===== config.mk =====
export PLATFORM = sky130hd
export DESIGN_NAME = rtos_top
export DESIGN_NICKNAME = d
export VERILOG_FILES = /design/src/rtl/rtos_pkg.sv /design/src/rtl/rtos_sync.sv /design/src/rtl/rtos_stepgen.sv /design/src/rtl/rtos_top.sv
export SDC_FILE = /design/constraint.sdc
export NUM_CORES = 1
export LEC_CHECK = 0
export BUFFER_PORTS_ARGS = -buffer_cell sky130_fd_sc_hd__buf_2
export CAP_MARGIN = 20
export CORE_MARGIN = 1
export CORE_UTILIZATION = 56
export CTS_CLUSTER_DIAMETER = 30
export DETAILED_ROUTE_END_ITERATION = 6
export GPL_TIMING_DRIVEN = 0
export PLACE_DENSITY_LB_ADDON = 0.15
export REMOVE_ABC_BUFFERS = 1
export SLEW_MARGIN = 30
export SYNTH_ARGS = -nofsm -noshare
export SYNTH_HDL_FRONTEND = slang
export SYNTH_SLANG_ARGS = --single-unit

===== constraint.sdc =====
create_clock -name CLK -period 5.3 [get_ports CLK]
set_input_delay 0.795 -clock CLK [delete_from_list [all_inputs] [get_ports CLK]]
set_output_delay 0.795 -clock CLK [all_outputs]
set_load 0.01 [all_outputs]

===== src/rtl/rtos_pkg.sv =====
// constants, register indices and state type of the return-to-origin sequencer
package rtos_pkg;

  // ****************************************************************
  // clocking and limits
  // ****************************************************************
  localparam logic [24:0] CLK_HZ      = 25'h17D7840;
  localparam logic [19:0] SPD_MAX     = 20'hF4240;
  localparam logic [19:0] FINAL_MAX   = 20'h001F4;
  localparam logic [23:0] FIXED_STEPS = 24'h0000C8;
  localparam logic [9:0]  CUR_MAX     = 10'h3E8;

  // ****************************************************************
  // homing modes
  // ****************************************************************
  localparam logic [1:0] MODE_2S   = 2'h0;
  localparam logic [1:0] MODE_3S   = 2'h1;
  localparam logic [1:0] MODE_PUSH = 2'h2;

  // ****************************************************************
  // register word indices on the bus
  // ****************************************************************
  localparam logic [3:0] IDX_MODE   = 4'h0;
  localparam logic [3:0] IDX_SEEK   = 4'h1;
  localparam logic [3:0] IDX_ACCEL  = 4'h2;
  localparam logic [3:0] IDX_START  = 4'h3;
  localparam logic [3:0] IDX_OFFSET = 4'h4;
  localparam logic [3:0] IDX_DIR    = 4'h5;
  localparam logic [3:0] IDX_AUXEN  = 4'h6;
  localparam logic [3:0] IDX_PHZEN  = 4'h7;
  localparam logic [3:0] IDX_CUR    = 4'h8;
  localparam logic [3:0] IDX_PRESET = 4'h9;
  localparam logic [3:0] IDX_CTRL   = 4'hA;
  localparam logic [3:0] IDX_STATUS = 4'hB;
  localparam logic [3:0] IDX_POS    = 4'hC;

  // ****************************************************************
  // field positions and reset values
  // ****************************************************************
  localparam int          CTRL_PRESET_BIT = 0;
  localparam logic [1:0]  RST_MODE   = MODE_3S;
  localparam logic [19:0] RST_SEEK   = 20'h003E8;
  localparam logic [19:0] RST_ACCEL  = 20'h003E8;
  localparam logic [19:0] RST_START  = 20'h001F4;
  localparam logic [23:0] RST_OFFSET = 24'h000000;
  localparam logic        RST_DIR    = 1'h1;
  localparam logic        RST_AUXEN  = 1'h0;
  localparam logic        RST_PHZEN  = 1'h0;
  localparam logic [9:0]  RST_CUR    = 10'h3E8;
  localparam logic [31:0] RST_PRESET = 32'h00000000;

  typedef enum logic [5:0] {
    ST_IDLE   = 6'h01,
    ST_SEEK   = 6'h02,
    ST_ESCAPE = 6'h04,
    ST_FIXED  = 6'h08,
    ST_QUAL   = 6'h10,
    ST_OFFSET = 6'h20
  } rtos_state_t;

endpackage


===== src/rtl/rtos_sync.sv =====
// two-flop synchroniser for a group of pin inputs
`timescale 1ns/1ps
module rtos_sync #(
  parameter int W = 1
) (
  input  wire logic         clk,
  input  wire logic         rst_n,
  input  wire logic [W-1:0] d,
  output logic      [W-1:0] q
);

  logic [W-1:0] meta_reg;

  always_ff @(posedge clk or negedge rst_n)
  begin
    if (!rst_n)
    begin
      meta_reg <= '0;
      q        <= '0;
    end
    else
    begin
      meta_reg <= d;
      q        <= meta_reg;
    end
  end

endmodule


===== src/rtl/rtos_stepgen.sv =====
// phase-accumulator step pulse generator, rate given in Hz
`timescale 1ns/1ps
module rtos_stepgen
  import rtos_pkg::*;
(
  input  wire logic        clk,
  input  wire logic        rst_n,
  input  wire logic        run,
  input  wire logic [19:0] speed,
  output logic             step
);

  logic [24:0] acc_reg;
  wire  [24:0] sum  = acc_reg + {5'h00, speed};
  wire         wrap = sum >= CLK_HZ;

  // accumulator clears while stopped so each move starts a full period late
  always_ff @(posedge clk or negedge rst_n)
  begin
    if (!rst_n)
    begin
      acc_reg <= 25'h0000000;
      step    <= 1'h0;
    end
    else if (!run)
    begin
      acc_reg <= 25'h0000000;
      step    <= 1'h0;
    end
    else
    begin
      acc_reg <= wrap ? sum - CLK_HZ : sum;
      step    <= wrap;
    end
  end

endmodule


===== src/rtl/rtos_top.sv =====
// return-to-origin sequencer with avalon-mm configuration registers
`timescale 1ns/1ps

// Summary of operation
// - mode register picks two-sensor, three-sensor or push homing; resets to three-sensor
// - seek speed accepts 1 to 1000000 Hz, default 1000, used for fast travel
// - acceleration setting accepts 1 to 1000000, default 1000
// - start speed accepts 1 to 1000000 Hz, default 500, used for slow travel
// - signed origin offset of 24 bits, default zero
// - after mechanical origin, move by the offset; that stop is the electrical origin
// - search starts negative for 0, positive for 1; default positive
// - aux origin input qualifies the origin only when its enable is 1
// - phase-zero signal qualifies the origin only when its enable is 1
// - push current setting 0 to 1000 in 0.1 % steps, default 1000
// - preset command while stopped loads command position from preset register
// - ready drops when homing begins; host releases request after seeing it off
// - origin-reached output turns on when homing completes
// - final approach speed is start speed below 500 Hz, else 500 Hz
// - with aux enabled in three-sensor mode, finish on aux while origin sensor on
// - three-sensor mode seeks at seek speed and stops at the origin sensor
// - two-sensor mode travels 200 steps after leaving the limit, then stops
module rtos_top
  import rtos_pkg::*;
(
  input  wire logic        CLK,
  input  wire logic        RST_N,
  input  wire logic [3:0]  AVS_ADDRESS,
  input  wire logic        AVS_READ,
  input  wire logic        AVS_WRITE,
  input  wire logic [31:0] AVS_WRITEDATA,
  input  wire logic [3:0]  AVS_BYTEENABLE,
  output logic      [31:0] AVS_READDATA,
  output logic             AVS_WAITREQUEST,
  input  wire logic        HOME_REQ,
  input  wire logic        ORIGIN_SENSOR,
  input  wire logic        POSITIVE_LIMIT_SENSOR,
  input  wire logic        NEGATIVE_LIMIT_SENSOR,
  input  wire logic        AUX_ORIGIN_INPUT,
  input  wire logic        PHASE_ZERO_SIGNAL,
  input  wire logic        PUSH_CONTACT,
  output logic             READY,
  output logic             ORIGIN_REACHED,
  output logic             STEP,
  output logic             DIR
);

  // ****************************************************************
  // pin synchronisation
  // ****************************************************************
  logic [6:0] pins_s;

  rtos_sync #(.W(7)) u_sync (
    .clk   (CLK),
    .rst_n (RST_N),
    .d     ({PUSH_CONTACT, PHASE_ZERO_SIGNAL, AUX_ORIGIN_INPUT, NEGATIVE_LIMIT_SENSOR,
             POSITIVE_LIMIT_SENSOR, ORIGIN_SENSOR, HOME_REQ}),
    .q     (pins_s)
  );

  wire home_req_s = pins_s[0];
  wire origin_s   = pins_s[1];
  wire pos_lim_s  = pins_s[2];
  wire neg_lim_s  = pins_s[3];
  wire aux_s      = pins_s[4];
  wire phz_s      = pins_s[5];
  wire contact_s  = pins_s[6];

  // ****************************************************************
  // configuration and state registers
  // ****************************************************************
  logic [1:0]  mode_reg;
  logic [19:0] seek_reg;
  logic [19:0] accel_reg;
  logic [19:0] start_reg;
  logic [23:0] offset_reg;
  logic        dir_cfg_reg;
  logic        aux_en_reg;
  logic        phz_en_reg;
  logic [9:0]  cur_reg;
  logic [31:0] preset_reg;
  rtos_state_t st_reg;
  rtos_state_t st_next;
  logic        dir_reg;
  logic        dir_next;
  logic [31:0] pos_reg;
  logic [31:0] pos_next;
  logic [23:0] cnt_reg;
  logic [23:0] cnt_next;
  logic        done_reg;
  logic        done_next;
  logic        origin_prev_reg;
  logic        ack_reg;
  logic        found;
  logic        step;

  // ****************************************************************
  // bus decode
  // ****************************************************************
  // one wait state per access; partial-word writes are ignored
  wire        req     = AVS_READ | AVS_WRITE;
  wire        wr_en   = AVS_WRITE & ack_reg & (AVS_BYTEENABLE == 4'hF);
  wire [31:0] wv      = AVS_WRITEDATA;
  wire        spd_ok  = (wv != 32'h00000000) && (wv <= {12'h000, SPD_MAX});
  wire        we_mode = wr_en && (AVS_ADDRESS == IDX_MODE) && (wv <= {30'h00000000, MODE_PUSH});
  wire        we_seek = wr_en && (AVS_ADDRESS == IDX_SEEK) && spd_ok;
  wire        we_acc  = wr_en && (AVS_ADDRESS == IDX_ACCEL) && spd_ok;
  wire        we_strt = wr_en && (AVS_ADDRESS == IDX_START) && spd_ok;
  wire        off_ok  = (wv[31:23] == 9'h000) || (wv[31:23] == 9'h1FF);
  wire        we_off  = wr_en && (AVS_ADDRESS == IDX_OFFSET) && off_ok;
  wire        we_dir  = wr_en && (AVS_ADDRESS == IDX_DIR);
  wire        we_aux  = wr_en && (AVS_ADDRESS == IDX_AUXEN);
  wire        we_phz  = wr_en && (AVS_ADDRESS == IDX_PHZEN);
  wire        we_cur  = wr_en && (AVS_ADDRESS == IDX_CUR) && (wv <= {22'h000000, CUR_MAX});
  wire        we_pre  = wr_en && (AVS_ADDRESS == IDX_PRESET);
  wire        preset_cmd = wr_en && (AVS_ADDRESS == IDX_CTRL) && wv[CTRL_PRESET_BIT];

  assign AVS_WAITREQUEST = req & ~ack_reg;

  wire [31:0] rd_mux =
    (AVS_ADDRESS == IDX_MODE)   ? {30'h00000000, mode_reg} :
    (AVS_ADDRESS == IDX_SEEK)   ? {12'h000, seek_reg} :
    (AVS_ADDRESS == IDX_ACCEL)  ? {12'h000, accel_reg} :
    (AVS_ADDRESS == IDX_START)  ? {12'h000, start_reg} :
    (AVS_ADDRESS == IDX_OFFSET) ? {{8{offset_reg[23]}}, offset_reg} :
    (AVS_ADDRESS == IDX_DIR)    ? {31'h00000000, dir_cfg_reg} :
    (AVS_ADDRESS == IDX_AUXEN)  ? {31'h00000000, aux_en_reg} :
    (AVS_ADDRESS == IDX_PHZEN)  ? {31'h00000000, phz_en_reg} :
    (AVS_ADDRESS == IDX_CUR)    ? {22'h000000, cur_reg} :
    (AVS_ADDRESS == IDX_PRESET) ? preset_reg :
    (AVS_ADDRESS == IDX_STATUS) ? {24'h000000, st_reg, done_reg, READY} :
    (AVS_ADDRESS == IDX_POS)    ? pos_reg : 32'h00000000;

  // ****************************************************************
  // sequencer decode
  // ****************************************************************
  wire        idle        = (st_reg == ST_IDLE);
  wire        start       = idle & home_req_s;
  wire        origin_rise = origin_s & ~origin_prev_reg;
  wire        push_mode   = (mode_reg == MODE_PUSH);
  wire        lim_fwd     = push_mode ? contact_s : (dir_reg ? pos_lim_s : neg_lim_s);
  wire        lim_back    = push_mode ? contact_s : (dir_reg ? neg_lim_s : pos_lim_s);
  wire        aux_on      = aux_en_reg | phz_en_reg;
  wire        aux_hit     = (aux_en_reg & aux_s) | (phz_en_reg & phz_s);
  wire        qual_ok     = aux_hit & ((mode_reg != MODE_3S) | origin_s);
  wire [19:0] final_spd   = (start_reg < FINAL_MAX) ? start_reg : FINAL_MAX;
  wire [23:0] off_mag     = offset_reg[23] ? 24'h000000 - offset_reg : offset_reg;
  // acceleration is held for software only; the step generator runs flat
  wire [19:0] speed =
    (st_reg == ST_SEEK)   ? ((mode_reg == MODE_3S) ? seek_reg : start_reg) :
    (st_reg == ST_ESCAPE) ? start_reg :
    (st_reg == ST_FIXED)  ? final_spd :
    (st_reg == ST_QUAL)   ? final_spd :
    (st_reg == ST_OFFSET) ? seek_reg : 20'h00000;

  assign READY          = idle;
  assign ORIGIN_REACHED = done_reg;
  assign DIR            = dir_reg;

  rtos_stepgen u_step (
    .clk   (CLK),
    .rst_n (RST_N),
    .run   (~idle),
    .speed (speed),
    .step  (step)
  );

  assign STEP = step;

  // ****************************************************************
  // homing sequence
  // ****************************************************************
  always_comb
  begin
    st_next   = st_reg;
    dir_next  = dir_reg;
    cnt_next  = cnt_reg;
    pos_next  = pos_reg;
    done_next = done_reg;
    found     = 1'h0;
    if (step)
      pos_next = dir_reg ? pos_reg + 32'h00000001 : pos_reg - 32'h00000001;
    case (st_reg)
      ST_IDLE:
      begin
        if (start)
        begin
          st_next   = ST_SEEK;
          dir_next  = dir_cfg_reg;
          done_next = 1'h0;
        end
        else if (preset_cmd)
          pos_next = preset_reg;
      end
      ST_SEEK:
      begin
        if (mode_reg == MODE_3S)
        begin
          if (origin_rise)
          begin
            if (aux_on)
              st_next = ST_QUAL;
            else
              found = 1'h1;
          end
          else if (lim_fwd)
            dir_next = ~dir_reg;
        end
        else if (lim_fwd)
        begin
          dir_next = ~dir_reg;
          st_next  = ST_ESCAPE;
        end
      end
      ST_ESCAPE:
      begin
        if (!lim_back)
        begin
          st_next  = ST_FIXED;
          cnt_next = FIXED_STEPS;
        end
      end
      ST_FIXED:
      begin
        if (step)
        begin
          cnt_next = cnt_reg - 24'h000001;
          if (cnt_reg == 24'h000001)
          begin
            if (aux_on)
              st_next = ST_QUAL;
            else
              found = 1'h1;
          end
        end
      end
      ST_QUAL:
      begin
        if (qual_ok)
          found = 1'h1;
        else if (lim_fwd)
          dir_next = ~dir_reg;
      end
      ST_OFFSET:
      begin
        if (step)
        begin
          cnt_next = cnt_reg - 24'h000001;
          if (cnt_reg == 24'h000001)
          begin
            st_next   = ST_IDLE;
            done_next = 1'h1;
            pos_next  = 32'h00000000;
          end
        end
      end
      default:
        st_next = ST_IDLE;
    endcase
    if (found)
    begin
      pos_next = 32'h00000000;
      if (off_mag == 24'h000000)
      begin
        st_next   = ST_IDLE;
        done_next = 1'h1;
      end
      else
      begin
        st_next  = ST_OFFSET;
        cnt_next = off_mag;
        dir_next = ~offset_reg[23];
      end
    end
  end

  // a request seen while busy never reaches the start decode
  always_ff @(posedge CLK or negedge RST_N)
  begin
    if (!RST_N)
    begin
      st_reg          <= ST_IDLE;
      dir_reg         <= 1'h0;
      pos_reg         <= 32'h00000000;
      cnt_reg         <= 24'h000000;
      done_reg        <= 1'h0;
      origin_prev_reg <= 1'h0;
    end
    else
    begin
      st_reg          <= st_next;
      dir_reg         <= dir_next;
      pos_reg         <= pos_next;
      cnt_reg         <= cnt_next;
      done_reg        <= done_next;
      origin_prev_reg <= origin_s;
    end
  end

  // ****************************************************************
  // register file
  // ****************************************************************
  always_ff @(posedge CLK or negedge RST_N)
  begin
    if (!RST_N)
    begin
      ack_reg      <= 1'h0;
      AVS_READDATA <= 32'h00000000;
    end
    else
    begin
      ack_reg      <= req & ~ack_reg;
      AVS_READDATA <= rd_mux;
    end
  end

  // out-of-range values are dropped so settings always stay legal
  always_ff @(posedge CLK or negedge RST_N)
  begin
    if (!RST_N)
    begin
      mode_reg    <= RST_MODE;
      seek_reg    <= RST_SEEK;
      accel_reg   <= RST_ACCEL;
      start_reg   <= RST_START;
      offset_reg  <= RST_OFFSET;
      dir_cfg_reg <= RST_DIR;
      aux_en_reg  <= RST_AUXEN;
      phz_en_reg  <= RST_PHZEN;
      cur_reg     <= RST_CUR;
      preset_reg  <= RST_PRESET;
    end
    else
    begin
      if (we_mode) mode_reg <= wv[1:0];
      if (we_seek) seek_reg <= wv[19:0];
      if (we_acc) accel_reg <= wv[19:0];
      if (we_strt) start_reg <= wv[19:0];
      if (we_off) offset_reg <= wv[23:0];
      if (we_dir) dir_cfg_reg <= wv[0];
      if (we_aux) aux_en_reg <= wv[0];
      if (we_phz) phz_en_reg <= wv[0];
      if (we_cur) cur_reg <= wv[9:0];
      if (we_pre) preset_reg <= wv;
    end
  end
endmodule


Word level (Yosys, flattened, before mapping)
Index checks and enable logic that the tools add are counted.
Storage, ports and cells
  input port bits: 51
  flip-flop bits (word level): 269
Cells by class
  reductions and logical operators: 26
  $add $sub $neg: 6
  bitwise operators: 16
  order comparisons: 5
  eq/ne operators: 33
  mux-type cells: 74
Operators with widths (count)
  32-bit two-way mux: 19
  20-bit two-way mux: 7
  24-bit two-way mux: 5
  6-bit two-way mux: 12
  32-bit case mux with 2 select lines: 1
  25-bit two-way mux: 2
  24-bit case mux with 2 select lines: 1
  6-bit case mux with 6 select lines: 1
  32-bit by 1-bit adder with 32-bit output (second input constant): 1
  32-bit by 10-bit <= comparator with 1-bit output (second input constant): 1
  32-bit by 2-bit <= comparator with 1-bit output (second input constant): 1
  32-bit by 20-bit <= comparator with 1-bit output (second input constant): 1
  32-bit nonzero test: 1
  32-bit by 1-bit subtractor with 32-bit output (second input constant): 1
  25-bit by 20-bit adder with 25-bit output: 1
  25-bit greater-or-equal comparator (second input constant): 1
  25-bit subtractor (second input constant): 1
  24-bit by 1-bit equality test with 1-bit output (second input constant): 1
  4-bit equality test (second input constant): 6
  24-bit zero test: 1
  1-bit by 24-bit subtractor with 24-bit output (first input constant): 1
  24-bit by 1-bit subtractor with 24-bit output (second input constant): 1
  1-bit two-way mux: 23
  20-bit by 9-bit less-than comparator with 1-bit output (second input constant): 1
  other kinds (30): 69

Longest topological paths before layout
  depth in word-level cells: 13
  depth in mapped cells: 23
  gate-level depth less buffers: 21

Hierarchy
From an unflattened synthesis, not the netlist that was laid out.
Unflattened totals
  cells, all modules: 1790
  area, all modules: 17070.1 um2
By module, submodules not included
  rtos_top: cells each 1437, sequential area each 5764.3 um2, area each 13958.4 um2, instances 1
  rtos_stepgen: cells each 339, sequential area each 650.6 um2, area each 2761.4 um2, instances 1
  rtos_sync: cells each 14, sequential area each 350.3 um2, area each 350.3 um2, instances 1

Worst setup path before layout
OpenSTA, ideal clock, no wires.
  kind: register to register
  from: register st_reg[2]
  to: register u_step.acc_reg[15]
  path slack: 0.377 ns
  stages on the path, launching flop included: 22
  arrival: 4.803 ns
  buffers on the path: 1
  path through: dfrtp_1 > or4_1 > nor3b_1 > nand2_1 > nand2_1 > a22o_1 > ha_1 > a211oi_1 > o21ai_0 > and2_1 > a21oi_1 > xor2_1 > ha_1 > nand3_1 > nor4_1 > nand3_1 > or4_4 > o2111ai_4 > and2_1 > buf_4 > a21oi_1 > a31o_2
On the way
  word-level cells in the longest chain between the ends: 10
  elaborated cells on any way between the ends: 16
RTL lines
  start: declaration: line rtos_top.sv:81  | rtos_state_t st_reg;
  start signal: assignment: line rtos_top.sv:290  | st_reg <= st_next;
  6-bit equality test: line rtos_top.sv:153  | (st_reg == ST_OFFSET) ? seek_reg : 20'h00000;
  20-bit two-way mux: line rtos_top.sv:153
  20-bit two-way mux: line rtos_top.sv:152  | (st_reg == ST_QUAL) ? final_spd :
  20-bit two-way mux: line rtos_top.sv:151  | (st_reg == ST_FIXED) ? final_spd :
  20-bit two-way mux: line rtos_top.sv:150  | (st_reg == ST_ESCAPE) ? start_reg :
  20-bit two-way mux: line rtos_top.sv:149  | (st_reg == ST_SEEK) ? ((mode_reg == MODE_3S) ? seek_reg : start_reg) :
  25-bit by 20-bit adder with 25-bit output: line rtos_stepgen.sv:14  | wire [24:0] sum = acc_reg + {5'h00, speed};
  25-bit subtractor or 25-bit greater-or-equal comparator (tied branches): line rtos_stepgen.sv:32, rtos_stepgen.sv:15
  25-bit two-way mux: line rtos_stepgen.sv:32  | acc_reg <= wrap ? sum - CLK_HZ : sum;
  25-bit two-way mux *: line rtos_stepgen.sv:25  | else if (!run)
  end signal: assignment: line rtos_stepgen.sv:32
  end: declaration: line rtos_stepgen.sv:13  | logic [24:0] acc_reg;
Every way passes the cells marked *; elsewhere a longest branch is shown, timed or not.
A chain may end at the register's enable or synchronous reset.

Worst setup path in the final report
  from: register start_reg[7]
  to: register u_step.acc_reg[8]
On the way
  word-level cells in the longest chain between the ends: 10
  elaborated cells on any way between the ends: 12
RTL lines
  start: declaration: line rtos_top.sv:74  | logic [19:0] start_reg;
  start signal: assignment: line rtos_top.sv:337  | if (we_strt) start_reg <= wv[19:0];
  20-bit by 9-bit less-than comparator with 1-bit output: line rtos_top.sv:145  | wire [19:0] final_spd = (start_reg < FINAL_MAX) ? start_reg : FINAL_MAX;
  20-bit two-way mux: line rtos_top.sv:145
  20-bit two-way mux: line rtos_top.sv:152
  20-bit two-way mux: line rtos_top.sv:151
  20-bit two-way mux: line rtos_top.sv:150
  20-bit two-way mux *: line rtos_top.sv:149
  25-bit by 20-bit adder with 25-bit output *: line rtos_stepgen.sv:14
  25-bit subtractor or 25-bit greater-or-equal comparator (tied branches): line rtos_stepgen.sv:32, rtos_stepgen.sv:15
  25-bit two-way mux *: line rtos_stepgen.sv:32
  25-bit two-way mux *: line rtos_stepgen.sv:25
Marks and branches as above.

==> out/metrics.cfg <==
[run_status]
status = complete, but fails checks
violations = DRC

[synth]
ys_types = 90
synth_edf_count = 0
syn_area_per_cell_sq_um = 9.66
ys_seq_elements = 269
synth_flop_cell = dfrtp_1
async_reset_ff_share_pct = 100
ys_warn_count = 0
yosysSeqAreaShare_pct = 41.0
syn-cell-area_sq_mm = 0.0165
netlist_instances = 1706

[worst_setup_path]
path_class = reg -> reg
worstPathCellList = and3_1 -> o2111ai_2 -> and3_4 -> a31o_2 -> a22o_1 -> ha_2 -> fa_2 -> a21o_1 -> o2bb2ai_4 -> o21a_1 -> nor2_4 -> ha_2 -> nand3_1 -> nor4_4 -> nand3_1 -> or4_4 -> o2111ai_4 -> and2_4 -> buf_12 -> nand2_1 -> mux2i_1
cp_max_fo = 6
critPathSlowestCell = dfstp_2
crit_path_start_kind = flop
cp-end-kind = flop
critPathArrivalTime_ns = 5.70
slowest_delay_ns = 0.56
crit_required_ns = 5.79

[clock_tree]
clk_pin_slew_ns = 0.04
numCtsBuffers = 66
cts_root_buffer = clkbuf_16
cts_tree = built
cts_buffer_depth = 3
htreeDepth = 3
clk_latency_ns = 0.59
cts_num_sinks = 269

[timing]
tightest_slew_ns = 0.991
fin_crit_sh_pct = 98.2
fmax_ghz = 0.192
period_needed_ns = 5.21
drv_slew = 0
slew_headroom_pct = 33.7
timing.hold.ws_ns = 0.101
finClkSkew_ns = 0.0455
setup_viol = 0
hold_viol_final = 0

[floorplan]
die_w_um = 174
die-area_sq_mm = 0.0301
start_util_pct = 57.1
num_rows = 62
die_h_um = 174
io_pins = 88
core_area_sq_mm = 0.0289

[grt]
grt_overflow = 0
grt_pass1_vias = 14100
grt_antenna_before_repair = 1
grtUsageTotal_pct = 32.0
grt_pass1_wl_um = 76200
grt_max_degree = 80

[place]
portBuffers = 87
dpl.hpwl_um = 33000
placed_cell_area_sq_mm = 0.0174
gp_congestion = 0.906

[finish]
nFillCells = 2179
final_cell_area_sq_mm = 0.0204
synthToLayoutAreaGrowth_pct = 23.8
nets = 1936
utilization_pct = 70.7
drive_gt1_share_pct = 28.5

[drt]
drt_first_iter_violations = 1226
viasPerCell = 6.45
drc_errors = 24
firstDrtPassIters = 7
wl_um = 48700
antenna_left = 0
wl_per_cell_um = 21.5
vias = 14600

[worst_hold_path]
hp-class = in -> async

[power]
leakagePower_nw = 9.31
p_total_w = 0.00894
power_density_mw_per_mm2 = 438
peakVddDrop_mv = 0.392

[flow_run]
maxCapViolCount = 0

[cell type report]
cell class / instances / area, sq um / area share [%]
clock inverter: 31 / 482 / 2.36
sequential: 269 / 6770 / 33.2
clock buffer: 91 / 1870 / 9.15
timing repair buffer: 142 / 1000 / 4.91
inverter: 27 / 101 / 0.497
tap: 384 / 480 / 2.36
multi-input combinational: 1321 / 9690 / 47.5
antenna: 1 / 2.50 / 0.0123
[final timing paths]
| path | start | end | slack [ns] | cells past startpoint |
|---|---|---|---|---|
| hold / removal | RST_N | u_step.acc_reg[20] | 0.10 | 1 |
| max in group asynchronous | RST_N | pos_reg[7] | 3.72 | 4 |
| hold reg to reg | u_sync.meta_reg[0] | u_sync.q[0] | 0.35 | 0 |
| setup / recovery | start_reg[7] | u_step.acc_reg[8] | 0.09 | 21 |
| min in group CLK | AUX_ORIGIN_INPUT | u_sync.meta_reg[4] | 0.32 | 1 |
| setup reg to reg | start_reg[7] | u_step.acc_reg[8] | 0.09 | 21 |
[cell usage after synthesis (11+ instances only)]
cell,count,area (sq um)
and3_1,20,125
a31oi_1,20,125
a211oi_1,14,105
clkbuf_1,68,255
nor2_1,159,597
mux2i_1,15,150
ha_1,56,701
nand3b_1,11,82.6
buf_1,11,41.3
nor4_1,19,119
dfstp_2,27,709
and2_1,15,93.8
nor2b_1,21,131
mux2_2,143,1610
nor3_1,55,275
a222oi_1,16,160
nand2b_1,26,163
inv_1,27,101
o31ai_1,11,82.6
a22oi_1,61,458
dfrtp_1,242,6060
a21oi_1,116,581
nand2_1,102,383
a21o_1,39,293
o21ai_0,72,360
a22o_1,15,131
nand3_1,44,220
xor2_1,37,324
or3_1,19,119
xnor2_1,37,324
o211ai_1,17,128
nand4_1,12,75.1
[logic make-up after synthesis]
group / Yosys count / share of synthesized area, %
and+or+nand+nor: 546 / 16.7
AOI/OAI and AO/OA: 481 / 20.0
DFF: 269 / 41.0
muxes: 160 / 10.9
buffers and inverters: 118 / 2.91
xor gates and xnor gates: 74 / 3.93
adders and majority gates: 58 / 4.49
[power by group]
| group | switching (W) | internal (W) | total, W |
|---|---|---|---|
| combinational | 0.00151 | 0.00103 | 0.00254 |
| clock | 0.00134 | 0.00283 | 0.00417 |
| sequential | 0.0000827 | 0.00214 | 0.00222 |
| total | 0.00293 | 0.00600 | 0.00894 |
[through the flow]
step	TNS [ns]	setup WS [ns]	instances
finish	0	0.0937	2266
global route	-0.382	-0.0808	2266
CTS	0	0.0325	2240
detailed placement	-23.54	-1.54	2107
global placement	-453.74	-1.75	2086
floorplan	0	0.135	1615
[worst max-delay path, delay by kind of cell (launching register included)]
| family | cells | cell delay (ns) |
|---|---|---|
| simple gates | 9 | 1.97 |
| compound gates | 7 | 1.49 |
| fa+ha+maj | 3 | 0.76 |
| flops | 1 | 0.56 |
| mux | 1 | 0.20 |
| buf+inv | 1 | 0.12 |
[metal layers]
layer  vias to the layer above  routed length, um  GRT usage (%)
met5                         -                  0              0
met4                         0               1450           12.8
met3                       105               3550           5.68
met2                       622              22800           50.8
met1                      7229              21000           43.6
li1                       6661                  -              -
[what timing repair did]
action	4_1_cts	5_1_grt
pin swaps	9	25
hold buffers	0	0
endpoints found under the setup margin	20	20
endpoints found under the hold margin	0	0
resized for setup	31	50
setup buffers	11	23
gates cloned	0	2
[cells in the final DEF, fill, tap and decap left out, types with 9 or more instances in the layout]
cell	count
and3_1	18
nor4_1	13
nor3_1	51
nor2_1	150
clkbuf_16	66
inv_1	25
a22o_1	14
buf_4	35
or3_1	19
dfrtp_1	237
xnor2_1	37
nand2b_1	26
clkinv_2	9
dfstp_2	27
ha_1	46
a222oi_1	16
o31ai_1	10
nand3_1	42
nor2b_1	19
nand4_1	12
clkbuf_1	13
or2_2	9
o21ai_0	69
a31oi_1	19
nand2_1	96
o211ai_1	17
mux2i_1	15
and2_1	11
clkbuf_8	12
a21oi_1	113
buf_2	94
a22oi_1	61
a21o_1	39
xor2_1	35
a211oi_1	13
mux2_2	143
nand3b_1	11
No activity file was read; power rests on OpenSTA's default activity.
